**src/pkg/ccpc_defines.svh**
```systemverilog
// Register map, field positions, reset values and pipeline timing of the pixel correction core.
// Included by the core and the bench; holds definitions only.
`ifndef CCPC_DEFINES_SVH
`define CCPC_DEFINES_SVH
// Register select codes
`define CCPC_REG_CFG 3'h0
`define CCPC_REG_CFG2 3'h1
`define CCPC_REG_GAIN 3'h2
`define CCPC_REG_ODD 3'h3
`define CCPC_REG_EVEN 3'h4
`define CCPC_REG_AOFF 3'h5
`define CCPC_REG_TWOCH 3'h7
// Configuration fields
`define CCPC_CFG_SCALE 2:0
`define CCPC_CFG_DIST 5:3
`define CCPC_CFG_PTR 7:6
`define CCPC_CFG2_CDS 0
`define CCPC_CFG2_MONO 1
`define CCPC_TWOCH_EN 0
`define CCPC_GAIN_FIELD 3:0
`define CCPC_PTR_RSVD 2'h3
`define CCPC_RST_BYTE 8'h00
// Pipeline timing in conversion clocks
`define CCPC_ADC_LAT 2
`define CCPC_OFF_DLY 6
`define CCPC_GAIN_DLY 7
`define CCPC_PIX_LAT 6
`define CCPC_WORD_LAT 9
`endif

```
**src/pkg/ccpc_pkg.sv**
```systemverilog
// Types and shared decoders of the pixel correction core.
// Assumes nothing beyond the defines header.
package ccpc_pkg;
    // Multiplexer sequence, Gray coded along red, green, blue
    typedef enum logic [1:0] {SEQ_RED = 2'h0, SEQ_GREEN = 2'h1, SEQ_BLUE = 2'h3} ccpc_seq_e;
    typedef enum logic [2:0] {
        MODE_RGB_CDS = 3'h0, MODE_RGB_SHA = 3'h1, MODE_MONO_CDS = 3'h3,
        MODE_MONO_SHA = 3'h2, MODE_TWO_CH = 3'h6
    } ccpc_mode_e;

    // Color pointer code of a sequence state
    function automatic logic [1:0] ccpc_seq_ptr(input ccpc_seq_e s);
        case (s)
            SEQ_GREEN: ccpc_seq_ptr = 2'h1;
            SEQ_BLUE: ccpc_seq_ptr = 2'h2;
            default: ccpc_seq_ptr = 2'h0;
        endcase
    endfunction : ccpc_seq_ptr

    function automatic ccpc_seq_e ccpc_ptr_seq(input logic [1:0] p);
        case (p)
            2'h1: ccpc_ptr_seq = SEQ_GREEN;
            2'h2: ccpc_ptr_seq = SEQ_BLUE;
            default: ccpc_ptr_seq = SEQ_RED;
        endcase
    endfunction : ccpc_ptr_seq

    // Offset word width from pin distribution: 0 off, 1 8 bit, 2 9 bit, 3 10 bit
    function automatic logic [1:0] ccpc_off_w(input logic [2:0] d);
        if (d[0]) ccpc_off_w = 2'h3;
        else if (d[1]) ccpc_off_w = 2'h2;
        else if (d[2]) ccpc_off_w = 2'h1;
        else ccpc_off_w = 2'h0;
    endfunction : ccpc_off_w
endpackage : ccpc_pkg

```
**src/rtl/ccpc_pix_buffer.sv**
```systemverilog
// Two-entry pixel buffer with valid/ready on both sides.
// Assumes one clock and a synchronous active-high reset.
`timescale 1ns/1ps
module ccpc_pix_buffer #(
    parameter int W = 12,
    parameter int DEPTH = 2
) (
    input wire logic clk,
    input wire logic reset,
    input wire logic in_valid,
    output logic in_ready,
    input wire logic [W-1:0] in_data,
    output logic out_valid,
    input wire logic out_ready,
    output logic [W-1:0] out_data
);
    localparam int AW = (DEPTH > 2) ? $clog2(DEPTH) : 1;
    localparam int CW = $clog2(DEPTH + 1);

    if (DEPTH < 2 || (DEPTH & (DEPTH - 1)) != 0) begin : g_bad_depth
        $error("buffer depth must be a power of two of at least 2");
    end

    logic [W-1:0] mem_r [DEPTH];
    logic [AW-1:0] wr_ptr_r;
    logic [AW-1:0] rd_ptr_r;
    logic [CW-1:0] cnt_r;
    logic [CW-1:0] cnt_nxt;
    logic push;
    logic pop;

    assign push = in_valid && in_ready;
    assign pop = out_valid && out_ready;
    assign out_data = mem_r[rd_ptr_r];
    assign cnt_nxt = cnt_r + CW'(push) - CW'(pop);

    always_ff @(posedge clk) begin
        if (push) begin
            mem_r[wr_ptr_r] <= in_data;
        end
    end

    always_ff @(posedge clk) begin
        if (reset) begin
            wr_ptr_r <= '0;
            rd_ptr_r <= '0;
            cnt_r <= '0;
            in_ready <= 1'b0;
            out_valid <= 1'b0;
        end else begin
            if (push) wr_ptr_r <= AW'(wr_ptr_r + 1'b1);
            if (pop) rd_ptr_r <= AW'(rd_ptr_r + 1'b1);
            cnt_r <= cnt_nxt;
            in_ready <= (cnt_nxt < CW'(DEPTH));
            out_valid <= (cnt_nxt != '0);
        end
    end

    no_overflow_a: assert property (@(posedge clk) disable iff (reset)
        cnt_r <= CW'(DEPTH)) else $error("buffer count above depth");
    full_stall_a: assert property (@(posedge clk) disable iff (reset)
        cnt_r == CW'(DEPTH) |-> !in_ready) else $error("ready while full");
endmodule : ccpc_pix_buffer

```
**src/rtl/ccpc_core.sv**
```systemverilog
// Register file, color sequencer and pixel correction pipeline of the imaging front end.
// Assumes core_clk is the conversion clock; pixel words and line start are synchronous to it.
`timescale 1ns/1ps
`include "ccpc_defines.svh"
module ccpc_core import ccpc_pkg::*; #(
    parameter int DATA_W = 12
) (
    input wire logic core_clk,
    input wire logic reset,
    input wire logic [DATA_W-1:0] adc_result,
    input wire logic [11:0] gain_pins,
    input wire logic [7:0] offset_pins,
    input wire logic line_start,
    input wire logic chip_select_n,
    input wire logic write_strobe_n,
    input wire logic read_strobe_n,
    input wire logic [2:0] register_select,
    input wire logic [7:0] host_register_bus,
    input wire logic pix_ready,
    output logic [DATA_W-1:0] bus_out_r,
    output logic [DATA_W-1:0] bus_oe_r,
    output logic pix_valid_r,
    output logic conv_ready,
    output ccpc_seq_e seq_r,
    output logic parity_r,
    output logic double_sampler_en_r,
    output logic [7:0] analog_offset_r,
    output logic [3:0] analog_gain_r
);
    if (DATA_W != 12) begin : g_bad_width
        $error("datapath serves 12-bit conversions only");
    end
    localparam logic [DATA_W-1:0] MAX_CODE = '1;

    //****************************************
    // Host port synchronisers
    //****************************************
    logic [13:0] host_s1_r;
    logic [13:0] host_s2_r;
    logic host_act;
    logic rd_act;
    logic wr_act;
    logic wr_act_d_r;
    logic wr_done;
    logic [7:0] wdat_r;
    logic [2:0] wsel_r;
    logic [2:0] hsel;

    always_ff @(posedge core_clk) begin
        if (reset) begin
            host_s1_r <= 14'h3800;
            host_s2_r <= 14'h3800;
        end else begin
            host_s1_r <= {chip_select_n, write_strobe_n, read_strobe_n,
                          register_select, host_register_bus};
            host_s2_r <= host_s1_r;
        end
    end

    assign hsel = host_s2_r[10:8];
    assign rd_act = !host_s2_r[13] && !host_s2_r[11];
    assign wr_act = !host_s2_r[13] && !host_s2_r[12];
    assign host_act = rd_act || wr_act;
    assign wr_done = wr_act_d_r && !wr_act;

    always_ff @(posedge core_clk) begin
        if (reset) begin
            wr_act_d_r <= 1'b0;
            wdat_r <= `CCPC_RST_BYTE;
            wsel_r <= '0;
        end else begin
            wr_act_d_r <= wr_act;
            if (wr_act) begin
                wdat_r <= host_s2_r[7:0];
                wsel_r <= hsel;
            end
        end
    end

    //****************************************
    // Registers
    //****************************************
    logic [7:0] cfg_r;
    logic [7:0] cfg2_r;
    logic twoch_r;
    logic [7:0] aoff_r [4];
    logic [3:0] again_r [4];
    logic [7:0] odd_r [4];
    logic [7:0] even_r [4];
    logic [1:0] ptr;
    logic [7:0] rd_byte;

    assign ptr = cfg_r[`CCPC_CFG_PTR];

    always_ff @(posedge core_clk) begin
        if (reset) begin
            cfg_r <= `CCPC_RST_BYTE;
            cfg2_r <= `CCPC_RST_BYTE;
            twoch_r <= 1'b0;
        end else if (wr_done) begin
            case (wsel_r)
                `CCPC_REG_CFG: cfg_r <= wdat_r;
                `CCPC_REG_CFG2: cfg2_r <= wdat_r;
                `CCPC_REG_TWOCH: twoch_r <= wdat_r[`CCPC_TWOCH_EN];
                default: ;
            endcase
        end
    end

    for (genvar c = 0; c < 4; c++) begin : g_color
        always_ff @(posedge core_clk) begin
            if (reset) begin
                aoff_r[c] <= `CCPC_RST_BYTE;
                again_r[c] <= '0;
                odd_r[c] <= `CCPC_RST_BYTE;
                even_r[c] <= `CCPC_RST_BYTE;
            end else if (wr_done && ptr == 2'(c) && ptr != `CCPC_PTR_RSVD) begin
                case (wsel_r)
                    `CCPC_REG_AOFF: aoff_r[c] <= wdat_r;
                    `CCPC_REG_GAIN: again_r[c] <= wdat_r[`CCPC_GAIN_FIELD];
                    `CCPC_REG_ODD: odd_r[c] <= wdat_r;
                    `CCPC_REG_EVEN: even_r[c] <= wdat_r;
                    default: ;
                endcase
            end
        end
    end

    always_comb begin
        case (hsel)
            `CCPC_REG_CFG: rd_byte = cfg_r;
            `CCPC_REG_CFG2: rd_byte = cfg2_r;
            `CCPC_REG_GAIN: rd_byte = {4'h0, again_r[ptr]};
            `CCPC_REG_ODD: rd_byte = odd_r[ptr];
            `CCPC_REG_EVEN: rd_byte = even_r[ptr];
            `CCPC_REG_AOFF: rd_byte = aoff_r[ptr];
            `CCPC_REG_TWOCH: rd_byte = {7'h00, twoch_r};
            default: rd_byte = 8'h00;
        endcase
    end

    //****************************************
    // Mode and color sequencer
    //****************************************
    ccpc_mode_e mode;
    logic adv;

    always_comb begin
        if (twoch_r) mode = MODE_TWO_CH;
        else if (cfg2_r[`CCPC_CFG2_MONO])
            mode = cfg2_r[`CCPC_CFG2_CDS] ? MODE_MONO_CDS : MODE_MONO_SHA;
        else mode = cfg2_r[`CCPC_CFG2_CDS] ? MODE_RGB_CDS : MODE_RGB_SHA;
    end

    always_ff @(posedge core_clk) begin
        if (reset) begin
            seq_r <= SEQ_RED;
            parity_r <= 1'b0;
        end else if (!line_start) begin
            seq_r <= SEQ_RED;
            parity_r <= 1'b0;
        end else if (adv) begin
            case (mode)
                MODE_MONO_CDS, MODE_MONO_SHA: begin
                    seq_r <= ccpc_ptr_seq(ptr);
                    parity_r <= !parity_r;
                end
                MODE_TWO_CH: begin
                    seq_r <= (seq_r == SEQ_GREEN) ? SEQ_BLUE : SEQ_GREEN;
                    if (seq_r == SEQ_BLUE) parity_r <= !parity_r;
                end
                default: begin
                    case (seq_r)
                        SEQ_RED: seq_r <= SEQ_GREEN;
                        SEQ_GREEN: seq_r <= SEQ_BLUE;
                        default: begin
                            seq_r <= SEQ_RED;
                            parity_r <= !parity_r;
                        end
                    endcase
                end
            endcase
        end
    end

    always_ff @(posedge core_clk) begin
        if (reset) begin
            double_sampler_en_r <= 1'b0;
            analog_offset_r <= `CCPC_RST_BYTE;
            analog_gain_r <= '0;
        end else begin
            double_sampler_en_r <= cfg2_r[`CCPC_CFG2_CDS];
            analog_offset_r <= aoff_r[ccpc_seq_ptr(seq_r)];
            analog_gain_r <= again_r[ccpc_seq_ptr(seq_r)];
        end
    end

    //****************************************
    // Pixel word capture and alignment
    //****************************************
    logic [1:0] off_w;
    logic [10:0] off_amt;
    logic [11:0] g12;
    logic [10:0] off_d [`CCPC_OFF_DLY+1];
    logic [11:0] gain_d [`CCPC_GAIN_DLY+1];
    logic [3:0] tag_d [`CCPC_ADC_LAT+1];

    assign off_w = ccpc_off_w(cfg_r[`CCPC_CFG_DIST]);

    always_comb begin
        case (off_w)
            2'h3: begin
                off_amt = {1'b0, gain_pins[1:0], offset_pins};
                g12 = {gain_pins[11:2], 2'h0};
            end
            2'h2: begin
                off_amt = {2'h0, gain_pins[0], offset_pins};
                g12 = {gain_pins[11:1], 1'h0};
            end
            2'h1: begin
                off_amt = {3'h0, offset_pins};
                g12 = gain_pins;
            end
            default: begin
                off_amt = '0;
                g12 = gain_pins;
            end
        endcase
        if (off_w == 2'h3 && &off_amt[9:0]) off_amt = 11'h400;
        else if (off_w == 2'h2 && &off_amt[8:0]) off_amt = 11'h200;
        else if (off_w == 2'h1 && &off_amt[7:0]) off_amt = 11'h100;
    end

    assign off_d[0] = off_amt;
    assign gain_d[0] = g12;
    assign tag_d[0] = {1'b1, parity_r, ccpc_seq_ptr(seq_r)};

    for (genvar i = 0; i < `CCPC_GAIN_DLY; i++) begin : g_gain_dly
        always_ff @(posedge core_clk) begin
            if (adv) gain_d[i+1] <= gain_d[i];
        end
    end
    for (genvar i = 0; i < `CCPC_OFF_DLY; i++) begin : g_off_dly
        always_ff @(posedge core_clk) begin
            if (adv) off_d[i+1] <= off_d[i];
        end
    end
    for (genvar i = 0; i < `CCPC_ADC_LAT; i++) begin : g_tag_dly
        always_ff @(posedge core_clk) begin
            if (reset) tag_d[i+1] <= '0;
            else if (adv) tag_d[i+1] <= tag_d[i];
        end
    end

    //****************************************
    // Correction pipeline
    //****************************************
    logic [3:0] tag;
    logic signed [8:0] oe_off;
    logic signed [13:0] oe_sum;
    logic [DATA_W-1:0] oe_r;
    logic oe_vld_r;
    logic [DATA_W-1:0] sub_r;
    logic sub_vld_r;
    logic signed [13:0] sub_dif;
    logic [23:0] prod;
    logic [14:0] mul_sum;
    logic [DATA_W-1:0] mul_out;
    logic [DATA_W-1:0] head;
    logic head_vld;
    logic pop;

    assign tag = tag_d[`CCPC_ADC_LAT];
    assign oe_off = (tag[2] && !twoch_r) ? 9'(signed'(odd_r[tag[1:0]]))
                                         : 9'(signed'(even_r[tag[1:0]]));
    assign oe_sum = 14'(signed'({1'b0, adc_result})) + 14'(oe_off);
    assign sub_dif = 14'(signed'({1'b0, oe_r})) - 14'(signed'({1'b0, off_d[`CCPC_OFF_DLY]}));
    assign prod = sub_r * gain_d[`CCPC_GAIN_DLY];

    always_comb begin
        case (cfg_r[`CCPC_CFG_SCALE])
            3'h1: mul_sum = 15'(sub_r) + 15'(prod >> 12);
            3'h2, 3'h3: mul_sum = 15'(sub_r) + 15'(prod >> 11);
            default: mul_sum = 15'(sub_r) + 15'(prod >> 10);
        endcase
        if (cfg_r[`CCPC_CFG_SCALE] == 3'h0) mul_out = sub_r;
        else if (mul_sum > 15'(MAX_CODE)) mul_out = MAX_CODE;
        else mul_out = mul_sum[DATA_W-1:0];
    end

    always_ff @(posedge core_clk) begin
        if (reset) begin
            oe_r <= '0;
            oe_vld_r <= 1'b0;
            sub_r <= '0;
            sub_vld_r <= 1'b0;
        end else if (adv) begin
            oe_vld_r <= tag[3];
            if (oe_sum < 0) oe_r <= '0;
            else if (oe_sum > 14'(MAX_CODE)) oe_r <= MAX_CODE;
            else oe_r <= oe_sum[DATA_W-1:0];
            sub_vld_r <= oe_vld_r;
            if (off_w == 2'h0) sub_r <= oe_r;
            else if (sub_dif < 0) sub_r <= '0;
            else sub_r <= sub_dif[DATA_W-1:0];
        end
    end

    ccpc_pix_buffer #(.W(DATA_W), .DEPTH(2)) u_buf (
        .clk(core_clk),
        .reset(reset),
        .in_valid(sub_vld_r),
        .in_ready(adv),
        .in_data(mul_out),
        .out_valid(head_vld),
        .out_ready(pix_ready && !host_act),
        .out_data(head)
    );
    assign conv_ready = adv;
    assign pop = head_vld && pix_ready && !host_act;

    //****************************************
    // Shared output bus
    //****************************************
    always_ff @(posedge core_clk) begin
        if (reset) begin
            bus_out_r <= '0;
            bus_oe_r <= '0;
            pix_valid_r <= 1'b0;
        end else begin
            pix_valid_r <= pop;
            if (rd_act) begin
                bus_out_r <= {{(DATA_W-8){1'b0}}, rd_byte};
                bus_oe_r <= {{(DATA_W-8){1'b0}}, 8'hff};
            end else if (wr_act) begin
                bus_oe_r <= '0;
            end else begin
                bus_oe_r <= '1;
                if (pop) bus_out_r <= head;
            end
        end
    end

    line_reset_a: assert property (@(posedge core_clk) disable iff (reset)
        !line_start |=> seq_r == SEQ_RED && !parity_r) else $error("line start reset missed");
    rgb_order_a: assert property (@(posedge core_clk) disable iff (reset)
        line_start && adv && (mode == MODE_RGB_CDS || mode == MODE_RGB_SHA) &&
        seq_r == SEQ_RED |=> seq_r == SEQ_GREEN)
        else $error("red not followed by green");
    parity_flip_a: assert property (@(posedge core_clk) disable iff (reset)
        line_start && adv && mode == MODE_RGB_SHA && seq_r == SEQ_BLUE
        |=> parity_r != $past(parity_r)) else $error("parity did not alternate");
    ptr_write_a: assert property (@(posedge core_clk) disable iff (reset)
        wr_done && wsel_r == `CCPC_REG_ODD && ptr != `CCPC_PTR_RSVD
        |=> odd_r[$past(ptr)] == $past(wdat_r)) else $error("offset copy not written");
    gain_rsvd_a: assert property (@(posedge core_clk) disable iff (reset)
        rd_act && hsel == `CCPC_REG_GAIN |=> bus_out_r[7:4] == 4'h0)
        else $error("reserved gain bits read nonzero");
    read_drive_a: assert property (@(posedge core_clk) disable iff (reset)
        rd_act |=> bus_oe_r == 12'h0ff && !pix_valid_r) else $error("read drive wrong");
    write_float_a: assert property (@(posedge core_clk) disable iff (reset)
        wr_act |=> bus_oe_r == 12'h000) else $error("bus driven during write");
    mul_bypass_a: assert property (@(posedge core_clk) disable iff (reset)
        cfg_r[`CCPC_CFG_SCALE] == 3'h0 |-> mul_out == sub_r) else $error("multiplier not bypassed");
    sub_bypass_a: assert property (@(posedge core_clk) disable iff (reset)
        adv && off_w == 2'h0 |=> sub_r == $past(oe_r)) else $error("subtracter not bypassed");
endmodule : ccpc_core

```
**config.mk**
```make
export PLATFORM = sky130hd
export DESIGN_NAME = ccpc_core
export DESIGN_NICKNAME = d
export VERILOG_FILES = /design/src/pkg/ccpc_pkg.sv /design/src/rtl/ccpc_pix_buffer.sv /design/src/rtl/ccpc_core.sv
export VERILOG_INCLUDE_DIRS = /design/src /design/src/pkg
export SDC_FILE = /design/constraint.sdc
export NUM_CORES = 1
export LEC_CHECK = 0
export BUFFER_PORTS_ARGS = -buffer_cell sky130_fd_sc_hd__buf_4
export CORE_ASPECT_RATIO = 1.25
export CORE_MARGIN = 1.5
export CORE_UTILIZATION = 50
export CTS_BUF_LIST = sky130_fd_sc_hd__clkbuf_8
export CTS_CLUSTER_SIZE = 28
export DETAILED_ROUTE_END_ITERATION = 8
export GPL_TIMING_DRIVEN = 0
export PLACE_DENSITY = 0.7
export RECOVER_POWER = 100
export SYNTH_ARGS = -nofsm -noshare
export SYNTH_HDL_FRONTEND = slang
export SYNTH_HIERARCHICAL = 1
export SYNTH_SLANG_ARGS = --single-unit
```
**constraint.sdc**
```tcl
create_clock -name core_clk -period 9.4 [get_ports core_clk]
set_clock_uncertainty 0.15 [all_clocks]
set_input_delay 1.88 -clock core_clk [delete_from_list [all_inputs] [get_ports core_clk]]
set_output_delay 1.88 -clock core_clk [all_outputs]
set_load 0.01 [all_outputs]
```
After elaboration in Yosys (flattened, before gate mapping)
Memory sizes are Yosys's and may differ from the RTL's. A register that Yosys moved wholly into a read port is not among the register bits.
Cells that the tools add are included.
W data, S select, Z words.
{"block": "totals", "regBits": 276, "mem_bits_rw": 136, "in_bits": 50, "out_inout_bits": 42, "wordCells": 282, "memories": 5}
{"memory": "aoff_r", "words": 4, "width": 8, "read_ports": 2, "rd_ports_with_merged_regs": 2, "wr": 4, "line_no": "ccpc_core.sv:86", "source": "logic [7:0] aoff_r [4];"}
{"memory": "even_r", "words": 4, "width": 8, "read_ports": 2, "rd_ports_with_merged_regs": 2, "wr": 4, "line_no": "ccpc_core.sv:89", "source": "logic [7:0] even_r [4];"}
{"memory": "odd_r", "words": 4, "width": 8, "read_ports": 2, "rd_ports_with_merged_regs": 2, "wr": 4, "line_no": "ccpc_core.sv:88", "source": "logic [7:0] odd_r [4];"}
{"memory": "u_buf.mem_r", "words": 2, "width": 12, "read_ports": 1, "rd_ports_with_merged_regs": 1, "wr": 1, "line_no": "ccpc_pix_buffer.sv:24", "source": "logic [W-1:0] mem_r [DEPTH];"}
{"memory": "again_r", "words": 4, "width": 4, "read_ports": 2, "rd_ports_with_merged_regs": 2, "wr": 4, "line_no": "ccpc_core.sv:87", "source": "logic [3:0] again_r [4];"}
{"block": "op_classes", "addsub": 9, "n_mul": 1, "order_cmp": 5, "eq_ne": 30, "muxes": 120, "bitwise_logic": 18, "n_reduce_logical": 52}
{"cell": "$mux W8", "n": 16}
{"cell": "$mux W12", "n": 7}
{"cell": "$mux W1", "n": 63}
{"cell": "$pmux W8 S7", "n": 1}
{"cell": "$mux W2", "n": 17}
{"cell": "$pmux W10 S3", "n": 1}
{"cell": "$pmux W15 S2", "n": 1}
{"cell": "$eq A3 B2 Y1 const B", "n": 8}
{"cell": "$mul A12 B12 Y24", "n": 1}
{"cell": "$mux W11", "n": 2}
{"cell": "$eq A3 B3 Y1 const B", "n": 7}
{"cell": "$logic_and A1 B1 Y1", "n": 20}
{"cell": "$pmux W2 S2", "n": 5}
{"cell": "$mux W4", "n": 4}
{"cell": "$or A1 B1 Y1", "n": 16}
{"cell": "$add A12 B14 Y15", "n": 1}
{"cell": "$gt A15 B12 Y1 const B", "n": 1}
{"cell": "$add A12 B13 Y14", "n": 1}
{"cell": "$add A13 B9 Y14", "n": 1}
{"cell": "$gt A14 B12 Y1 const B", "n": 1}
{"cell": "$lt A14 B1 Y1 const B", "n": 1}
{"cell": "$add A12 B12 Y13", "n": 1}
{"cell": "$lt A13 B1 Y1 const B", "n": 1}
{"cell": "$sub A12 B11 Y13", "n": 1}
{"cell": "other kinds (25)", "n": 57}

Longest topological paths before layout
Gate-level depths: netlist of run 1.
{"block": "depth", "ltp_word": 10, "mapped_depth": 31, "depth_no_buf": 28}

Modules after synthesis
The synthesis of run 1 kept the hierarchy.
{"mod": "ccpc_core", "instances": 1, "cells_per_inst": 1992, "area_per_inst_um2": 22564.1, "seq_area_each_um2": 10390.0}
{"mod": "ccpc_pix_buffer", "instances": 1, "cells_per_inst": 64, "area_per_inst_um2": 1139.8, "seq_area_each_um2": 860.8}

Least setup slack after synthesis of run 1
No wires, ideal clock.
{"block": "synth_timing", "kind": "register -> register", "start": "register sub_r[2]", "end": "memory u_buf.mem_r[0][11] (data pin)", "setup_ns": 0.278, "arrival_time_ns": 7.013, "required_time_ns": 8.972, "path_slack_ns": 1.959, "path_stages_with_launch": 28, "path_buffers": 2, "synth_period_minus_slack_ns": 7.441, "cell_sequence": "dfxtp_1 -> clkbuf_1 -> nand2_1 -> fa_1 -> fa_1 -> inv_1 -> fa_1 -> fa_1 -> inv_1 -> fa_1 -> inv_1 -> ha_1 -> a2111oi_0 -> o21a_1 -> or3_1 -> buf_2 -> nand2_1 -> a21oi_1 -> o21bai_1 -> xor2_1 -> ha_1 -> or4_1 -> o2111ai_1 -> a21boi_1 -> o31ai_1 -> nand2_1 -> a2111oi_0 -> a31oi_2"}
{"block": "synth_via", "elab_chain_len": 6, "elab_cells_between_ends": 8, "cone_classes": "add/sub (3); mul (1); order compare (1); mux (3)"}
{"item": "from (decl)", "line_no": "ccpc_core.sv:263", "source": "logic [DATA_W-1:0] sub_r;"}
{"item": "from (signal assigned)", "line_no": "ccpc_core.sv:303", "source": "if (off_w == 2'h0) sub_r <= oe_r;"}
{"item": "from (signal assigned)", "line_no": "ccpc_core.sv:305", "source": "else sub_r <= sub_dif[DATA_W-1:0];"}
{"item": "$mul A12 B12 Y24", "line_no": "ccpc_core.sv:278", "source": "assign prod = sub_r * gain_d[`CCPC_GAIN_DLY];"}
{"item": "$add A12 B14 Y15 (tied with other cells)", "line_no": "ccpc_core.sv:284", "source": "default: mul_sum = 15'(sub_r) + 15'(prod >> 10);"}
{"item": "$pmux W15 S2 (*)", "line_no": "ccpc_core.sv:281", "source": "case (cfg_r[`CCPC_CFG_SCALE])"}
{"item": "$gt A15 B12 Y1", "line_no": "ccpc_core.sv:287", "source": "else if (mul_sum > 15'(MAX_CODE)) mul_out = MAX_CODE;"}
{"item": "$mux W12 (*)", "line_no": "ccpc_core.sv:287"}
{"item": "$mux W12 (*)", "line_no": "ccpc_core.sv:286", "source": "if (cfg_r[`CCPC_CFG_SCALE] == 3'h0) mul_out = sub_r;"}
{"item": "net mul_out[11]", "line_no": "ccpc_core.sv:268", "source": "logic [DATA_W-1:0] mul_out;"}
{"item": "to (decl)", "line_no": "ccpc_pix_buffer.sv:24"}
The timed path passes the listed nets; every way through them passes the cells marked *.

Worst setup path after layout of run 1
{"block": "layout_timing", "start": "register sub_r[2]", "end": "memory u_buf.mem_r[1][8] (data pin)"}
The elaborated chain is that of the path after synthesis.

==> results of run 1 <==
==> cell families after synthesis <==
logic type / Yosys count
and+or+nand+nor: 641
DFF: 419
AOI/OAI and AO/OA: 320
buffers and inverters: 270
adders and majority gates: 227
muxes: 120
xor gates and xnor gates: 58
other: 1
==> timing repair <==
item | CTS | global route
setup endpoints to repair | 0 | 14
endpoints found under the hold margin | 0 | 0
resized for setup | 0 | 7
==> path summary, 6_finish.rpt <==
| kind | startpoint | to | slack [ns] | cells past startpoint |
|---|---|---|---|---|
| hold / removal | host_s1_r[13] | host_s2_r[13] | 0.25 | 1 |
| hold reg to reg | host_s1_r[13] | host_s2_r[13] | 0.25 | 1 |
| setup reg to reg | sub_r[2] | u_buf/mem_r[1][8] | 0.69 | 28 |
| setup / recovery | sub_r[2] | u_buf/mem_r[1][8] | 0.69 | 28 |
==> power breakdown <==
| part | total [mW] | switching (mW) | internal [mW] |
|---|---|---|---|
| registers | 2.29 | 0.0933 | 2.19 |
| logic | 1.72 | 1.03 | 0.692 |
| clock network | 1.39 | 0.675 | 0.711 |
| total | 5.39 | 1.80 | 3.60 |
==> synthesized netlist by cell type, drive strengths merged, types with 45 or more instances <==
| cell type | instances |
|---|---|
| a21oi | 75 |
| and2 | 155 |
| clkbuf | 86 |
| dfxtp | 133 |
| edfxtp | 286 |
| fa | 104 |
| ha | 123 |
| inv | 155 |
| mux2i | 54 |
| mux4 | 45 |
| nand2 | 158 |
| nor2 | 139 |
| nor3 | 46 |
| o21ai | 58 |
==> sequential cells by signal (all words and copies together) (netlist names), 12 cells and up, named ones only <==
signal and count:
again_r 16, aoff_r 32, bus_out_r 12, even_r 32
gain_d 84, host_s1_r 14, host_s2_r 14, odd_r 32
oe_r 12, off_d 66, sub_r 12, u_buf/mem_r 24
==> worst reg2reg max path: cells and delay by family, from the launching register on <==
kind | cells | cell delay [ns]
fa+ha+maj | 7 | 3.29
compound gates | 8 | 2.05
buf+inv | 6 | 1.02
simple gates | 6 | 0.92
flops | 1 | 0.64
xor+xnor | 1 | 0.34
==> final cells by class <==
cell class | instances | area share
well taps | 637 | 0.03034
clock inverters | 41 | 0.009288
plain buffers | 115 | 0.01853
multi-input cells | 1394 | 0.4351
clock buffers | 67 | 0.03510
diodes | 1 | 0.00009526
inverters | 155 | 0.02215
repair buffers | 93 | 0.02115
flip-flops and latches | 419 | 0.4283
==> per-stage QoR <==
step / hold WS (ns) / std cells / util / setup slack (ns)
floorplan: 0.2395 / 2083 / - / 1.959
global placement: 0.2450 / 2811 / 0.5381 / 0.2920
detailed placement: 0.2432 / 2813 / 0.5393 / 0.2299
CTS: 0.2566 / 2921 / 0.5641 / 0.1911
global route: 0.2708 / 2922 / 0.5590 / 0.1246
finish: 0.2493 / 2922 / 0.5590 / 0.6898
==> metal layers <==
layer | wire length (um) | global-route usage
met5 | 0 | 0
met1 | 22090 | 0.2840
met3 | 2977 | 0.02875
met2 | 28530 | 0.4194
met4 | 2381 | 0.1040
==> results.toml, run 1 <==
[synthesis]
synthArstFlopShare = 0
synth_top_family_by_area = "adder cells"
netlist_instances = 2056
avgSynthCellArea_sq_um = 11.53
yosys_warnings = 6
synth-seq-cells = 419
synth.area.top_cells = "edfxtp_1 36%, dfxtp_1 11%, fa_1 8.8%, ha_1 6.5%, mux4_2 4.3%"
muxShareOfSynthArea = 0.07553
synth_cell_types = 82
synth-simple-area-share = 0.1364
ys.flop_type = "edfxtp_1"
synth_edf_count = 286
seq_area_frac_synth = 0.4746
netlist_area_sq_um = 23700
synth_fa_ha_area_frac = 0.1528
synthXorXnorAreaFrac = 0.02201
synth-compound-area-share = 0.09316
synth_area_leader_cell = "edfxtp_1"
yosysTopAreaCellShare = 0.3623

[placement]
gp_congestion = 0.9106
placed_area_sq_um = 25340
portBuffers = 91
place_hpwl_um = 42580

[drt]
vias_per_cell = 5.545
drc = 0
drt_iter0_drc = 1017
vias = 16200
final_antenna_net_count = 0
drt-total-wl_um = 55980
first_pass_iters = 5
wl_per_cell_um = 19.16

[flow_run]
drv_cap = 2

[critical_path]
cpLargestDelayFamily = "adder cells"
critPathArrivalTime_ns = 8.88
max_stage_delay_ns = 0.64
crit_buf_inv = 6
worstSetupPathType = "flop to flop"
cp_slowest_cell = "dfxtp_1"
crit_path_start_kind = "flop"
cpMostUsedCell = "fa_1"
cp_max_fo = 10
crit_path_end_kind = "flop"
cp.required_ns = 9.57

[cells_and_area]
regArea_sq_um = 11250
final_net_count = 2514
final_cell_mix = "286 x edfxtp_1, 167 x inv_1, 157 x nand2_1"
multiInputGateArea_sq_um = 11430
fillers = 4048
syn2layout_area_growth_pct = 10.82
layout_commonest_cell = "edfxtp_1"
drive_above_1_share = 0.1081
fin_area_sq_um = 26270

[die]
dieArea_sq_um = 48730
fp.coreArea_sq_um = 46990
rows = 89
die_w_um = 197.7
fp.dieH_um = 246.4
io_pins = 92
start_util = 0.5044

[outcome]
outcome = "complete, but fails checks"
violations = "capacitance limit, slew limit"

[timing]
post-route-period-util = 0.9266
setup_tns_ns = 0
layout_min_cycle_time_ns = 8.710
rsz0062_at_grt = "false"
finalHoldViolCount = 0
setup_viol = 0
timing.fmax_mhz = 114.8
worstMarginPinSlew_ns = 3.607
maxSlewViolCount = 143
relSlewSlack = -1.404

[clocking]
clk_pin_slew_worst_paths_ns = 0.07
cts_hold_buf = 0
numCtsBuffers = 59
cts_tree = "yes"
clockBufferDepth = 3
clock-root-buffer = "clkbuf_8"
clk_latency_ns = 0.64
h-tree-depth = 2
post_cts_buffers = 0
clock-sinks = 419

[pwr]
total_power_mw = 5.393
ir_drop_mv = 0.1355
p_leak_nw = 10.45
powerDensity_nw_per_um2 = 205.3

[global_routing]
grt_pass1_vias = 16660
overflow = 0
antenna_found_initial = 1
grt_first_pass_wirelength_um = 87780
grtUsageTotal = 0.2350
grt_max_degree = 74

[min_path]
hp-class = "flop to flop"
No activity file was read; power rests on OpenSTA's default activity.
==> run 2, diff against run 1 <==
--- a/config.mk
+++ b/config.mk
@@ -6,15 +6,16 @@
 export SDC_FILE = /design/constraint.sdc
 export NUM_CORES = 1
 export LEC_CHECK = 0
-export BUFFER_PORTS_ARGS = -buffer_cell sky130_fd_sc_hd__buf_4
+export CAP_MARGIN = 20
 export CORE_ASPECT_RATIO = 1.25
 export CORE_MARGIN = 1.5
 export CORE_UTILIZATION = 50
 export CTS_BUF_LIST = sky130_fd_sc_hd__clkbuf_8
 export CTS_CLUSTER_SIZE = 28
 export DETAILED_ROUTE_END_ITERATION = 8
+export DONT_BUFFER_PORTS = 1
 export GPL_TIMING_DRIVEN = 0
-export PLACE_DENSITY = 0.7
+export PLACE_DENSITY = 0.68
 export RECOVER_POWER = 100
 export SYNTH_ARGS = -nofsm -noshare
 export SYNTH_HDL_FRONTEND = slang
==> results.toml, run 2 (synthesis gave the netlist of run 1 again) <==
[cells_and_area]
final_net_count = 2424
layout_commonest_cell = "edfxtp_1"
largest_reg_flops = 84
final_cell_mix = "286 x edfxtp_1, 168 x inv_1, 157 x nand2_1"
syn2layout_area_growth_pct = 8.678
drive_above_1_share = 0.08379
largest_register = "gain_d"
fin_cells = 2835
largestRegisters = "gain_d: 84 flops, off_d: 66 flops"

[timing]
finalHoldViolCount = 0
rsz0062_at_grt = "false"
layout_min_cycle_time_ns = 8.909
setup_tns_ns = 0
worstMarginPinSlew_ns = 3.409
post-route-period-util = 0.9478
relSlewSlack = -1.273
whs_ns = 0.2499
timing.fmax_mhz = 112.2
maxSlewViolCount = 136
setup_viol = 0

[die]
fp.coreArea_sq_um = 46990
start_util = 0.5044
io_pins = 92
dieArea_sq_um = 48730
fp.dieH_um = 246.4
die_w_um = 197.7
rows = 89

[critical_path]
reg2reg_depth = 27
r2r_slack_ns = 0.49
timing.rr.end = "u_buf/mem_r[0][11]"
worstSetupPathType = "flop to flop"
crit_path_start_kind = "flop"
critPathArrivalTime_ns = 9.09
cp.required_ns = 9.58
cp_max_fo = 10
timing.rr.start = "sub_r[5]"
crit_path_end_kind = "flop"

[outcome]
outcome = "complete, but fails checks"
violations = "capacitance limit, slew limit"

[clocking]
clk_latency_ns = 0.63
cts_hold_buf = 0
cts_tree = "yes"
clock-root-buffer = "clkbuf_8"
numCtsBuffers = 58
clk_pin_slew_worst_paths_ns = 0.09
h-tree-depth = 2
clockBufferDepth = 3
clock-sinks = 419

[min_path]
hp-class = "flop to flop"
hold_depth = 0
min_to = "gain_d[10]"
min_from = "gain_d[22]"

[drt]
vias = 15860
routed-wl-met3_um = 3327
final_antenna_net_count = 0
drt_iter0_drc = 1129
drc = 0
first_pass_iters = 5
wl_per_cell_um = 19.88
route.met2.wl_um = 28410
top_layer_used = "met5"
drt-total-wl_um = 56350
vias_per_cell = 5.594
wl_met1_um = 21990

[pwr]
ir_drop_mv = 0.1297
switching_share = 0.3290
sequentialPowerShare = 0.423
internal_power_mw = 3.639
p_sw_mw = 1.784
powerDensity_nw_per_um2 = 210.5
clock_power_share = 0.270
p_leak_nw = 10.16
total_power_mw = 5.423
power_frac_comb = 0.307

[global_routing]
overflow = 0
antenna_found_initial = 3
grt_pass1_vias = 16400
grt_max_degree = 69
grt_first_pass_wirelength_um = 88390
grtUsageTotal = 0.2365

[placement]
portBuffers = 0
dp_cells = 2723
gp_congestion = 0.9362
place_hpwl_um = 42160

[flow_run]
drv_cap = 2
## run 2: cell count changes in the layout (fill, tap and decap cells not counted), sizes merged
cell      before  now
buf           55   11
clkbuf       220  174
bufinv         2    5
clkinvlp       3    2
diode          1    2
## run 2: metal layers
metal,vias to the layer above,global-route usage
met3,152,0.03847
met1,7802,0.2816
li1,7416,-
met5,-,0
met2,487,0.4194
met4,2,0.1048
## run 2: power groups by stage
stage          Sequential, mW  Combinational, mW  Clock (mW)
2_1_floorplan            2.32               1.25           0
5_1_grt                  2.31               1.89        1.56
6_report                 2.29               1.66        1.46
4_1_cts                  2.29               1.69        1.49
3_5_place_dp             2.33               1.68           0
3_3_place_gp             2.37               1.60           0
## run 2: what timing repair did
action | in CTS | in global routing
endpoints found under the setup margin | 0 | 12
gates resized for setup | 0 | 5
hold endpoints to repair | 0 | 0
setup buffers | 0 | 0
## run 2: worst max-delay path by stage
| stage | endpoint | depth (start not counted) | from |
|---|---|---|---|
| after CTS | u_buf/mem_r[0][11] | 27 | sub_r[1] |
| final | u_buf/mem_r[0][11] | 27 | sub_r[5] |
| after detailed placement | u_buf/mem_r[0][11] | 27 | sub_r[1] |
| after floorplan | u_buf/mem_r[0][11] | 27 | sub_r[2] |
| after global placement | u_buf/mem_r[0][11] | 27 | sub_r[1] |
| after global routing | u_buf/mem_r[0][11] | 27 | sub_r[2] |
## run 2: final cells by class
type / instances / area, sq um
multi-input cells: 1394 / 11430
diodes: 2 / 5.005
flip-flops and latches: 419 / 11250
clock inverters: 43 / 317.8
plain buffers: 115 / 441.7
clock buffers: 66 / 908.4
inverters: 155 / 581.8
fillers: 4091 / 21230
repair buffers: 4 / 30.03
well taps: 637 / 797.0
## run 2: critical path, cell delays in order, from the launching register on
cell and delay, ns:
dfxtp_1 0.65, clkbuf_1 0.49, nand2_1 0.15, fa_1 0.59
fa_1 0.44, fa_1 0.50, inv_1 0.09, fa_1 0.55
inv_1 0.06, fa_1 0.53, inv_1 0.04, ha_1 0.22
a2111oi_0 0.44, o21a_1 0.25, or3_1 0.12, buf_2 0.16
nand2_1 0.10, a21oi_1 0.24, o21bai_1 0.11, xor2_1 0.20
ha_1 0.28, or4_1 0.52, o2111ai_1 0.26, a21boi_0 0.23
o31ai_4 0.39, nand2_1 0.10, a2111oi_1 0.56, a31oi_2 0.20
## run 2: stage by stage
stage / worst slack (ns) / instance area [sq um] / util
finish: 0.4907 / 25760 / 0.5482
global route: 0.08448 / 25760 / 0.5481
CTS: 0.1101 / 25890 / 0.5510
detailed placement: 0.1670 / 24670 / 0.5249
global placement: 0.2819 / 24600 / 0.5235
floorplan: 1.959 / 23810 / -
==> run 3, diff against run 2 <==
==> constraint.sdc (replaced) <==
create_clock -name core_clk -period 10.5 [get_ports core_clk]
set_clock_uncertainty 0.15 [all_clocks]
set_input_delay 2.1 -clock core_clk [delete_from_list [all_inputs] [get_ports core_clk]]
set_output_delay 2.1 -clock core_clk [all_outputs]
set_load 0.01 [all_outputs]
==> results.toml, run 3 (synthesis gave the netlist of run 1 again) <==
[pwr]
clock_power_share = 0.270
powerDensity_nw_per_um2 = 188.5
ir_drop_mv = 0.1160
p_leak_nw = 10.17
power_frac_comb = 0.307
switching_share = 0.3287
internal_power_mw = 3.259
p_sw_mw = 1.596
sequentialPowerShare = 0.423

[clocking]
numCtsBuffers = 58
ctsResizeCount = 0
clock-sinks = 419
clockBufferDepth = 3
cts_hold_buf = 0
cts_tree = "yes"
h-tree-depth = 2
clk_pin_slew_worst_paths_ns = 0.09
post_cts_buffers = 0
clock-root-buffer = "clkbuf_8"
clk_latency_ns = 0.63

[cells_and_area]
fillers = 4085
final_net_count = 2424
final_cell_mix = "286 x edfxtp_1, 168 x inv_1, 157 x nand2_1"
syn2layout_area_growth_pct = 8.683
layout_commonest_cell = "edfxtp_1"
drive_above_1_share = 0.08333
largest_reg_flops = 84
largest_register = "gain_d"
largestRegisters = "gain_d: 84 flops, off_d: 66 flops"

[outcome]
outcome = "complete, but fails checks"
violations = "capacitance limit, slew limit"

[placement]
gp_congestion = 0.9362
portBuffers = 0
place_hpwl_um = 42160

[flow_run]
drv_cap = 2

[die]
rows = 89
start_util = 0.5044
fp.dieH_um = 246.4
fp.coreArea_sq_um = 46990
io_pins = 92
die_w_um = 197.7
dieArea_sq_um = 48730

[min_path]
min_from = "gain_d[22]"
min_to = "gain_d[10]"
hold_depth = 0
hp-class = "flop to flop"

[global_routing]
grt_max_degree = 69
antenna_found_initial = 3
grtUsageTotal = 0.2365
overflow = 0
grt_first_pass_wirelength_um = 88390
grt_pass1_vias = 16400

[critical_path]
timing.rr.end = "u_buf/mem_r[0][11]"
critPathArrivalTime_ns = 9.76
crit_path_start_kind = "flop"
worstSetupPathType = "flop to flop"
cp_max_fo = 10
r2r_slack_ns = 0.91
crit_path_end_kind = "flop"
timing.rr.start = "sub_r[1]"
cp.required_ns = 10.67
reg2reg_depth = 27

[timing]
setup_viol = 0
rsz0062_at_grt = "false"
finalHoldViolCount = 0
relSlewSlack = -1.276
maxSlewViolCount = 136
post-route-period-util = 0.9136
whs_ns = 0.2487
timing.fmax_mhz = 104.2
layout_min_cycle_time_ns = 9.593
setup_tns_ns = 0
worstMarginPinSlew_ns = 3.414

[drt]
drt-total-wl_um = 56330
vias_per_cell = 5.586
drc = 0
drt_iter0_drc = 1067
wl_per_cell_um = 19.87
vias = 15840
first_pass_iters = 5
final_antenna_net_count = 0
## run 3: power by group through the flow
stage / logic, mW / clock network (mW) / registers (mW)
finish: 1.49 / 1.31 / 2.05
CTS: 1.51 / 1.34 / 2.05
global route: 1.69 / 1.40 / 2.07
floorplan: 1.12 / 0 / 2.08
detailed placement: 1.50 / 0 / 2.08
global placement: 1.43 / 0 / 2.13
## run 3: final cells by class
cell class,count,area [sq um],share of cell area
flip-flops and latches,419,11250,0.4367
diodes,2,5.005,0.0001943
inverters,155,581.8,0.02258
repair buffers,4,30.03,0.001166
plain buffers,115,445.4,0.01729
well taps,637,797.0,0.03094
clock buffers,66,908.4,0.03526
clock inverters,43,317.8,0.01234
multi-input cells,1394,11430,0.4435
## run 3: per-stage QoR
| step | utilization | worst slack [ns] | area, sq um | std cells | power (mW) |
|---|---|---|---|---|---|
| final | 0.5482 | 0.9072 | 25760 | 2835 | 4.855 |
| after global routing | 0.5482 | 0.2848 | 25760 | 2834 | 5.162 |
| after CTS | 0.5510 | 1.210 | 25890 | 2832 | 4.900 |
| after detailed placement | 0.5249 | 1.267 | 24670 | 2723 | 3.583 |
| after global placement | 0.5235 | 1.382 | 24600 | 2720 | 3.556 |
| after floorplan | - | 3.059 | 23810 | 2083 | 3.194 |
## run 3: worst max-delay path by stage
stage,start,endpoint,slack (ns)
2_1_floorplan,sub_r[2],u_buf/mem_r[0][11],3.06
3_3_place_gp,sub_r[1],u_buf/mem_r[0][11],1.38
3_5_place_dp,sub_r[1],u_buf/mem_r[0][11],1.27
4_1_cts,sub_r[1],u_buf/mem_r[0][11],1.21
5_1_grt,sub_r[1],u_buf/mem_r[0][11],0.28
6_report,sub_r[1],u_buf/mem_r[0][11],0.91
## run 3: layer usage
metal,vias to the layer above,wire length [um],track usage
met5,-,10,0
met3,142,3258,0.03847
li1,7411,-,-
met2,457,28550,0.4194
met1,7825,22030,0.2816
met4,2,2478,0.1048
## run 3: worst max-delay path, cell delays in order, from the launching register on
cell and delay, ns:
dfxtp_1 0.62, clkbuf_1 0.50, nand2_1 0.16, fa_1 0.52
fa_1 0.57, inv_1 0.06, fa_1 0.56, fa_1 0.57
inv_1 0.06, fa_1 0.53, inv_1 0.05, ha_1 0.20
a2111oi_0 0.33, o21a_1 0.25, or3_1 0.12, clkbuf_1 0.25
nand2_1 0.14, a21oi_1 0.25, o21bai_1 0.11, xor2_1 0.20
ha_1 0.27, or4_1 0.52, o2111ai_1 0.26, a21boi_0 0.18
o31ai_1 0.80, nand2_1 0.10, a2111oi_0 0.76, a31oi_2 0.21
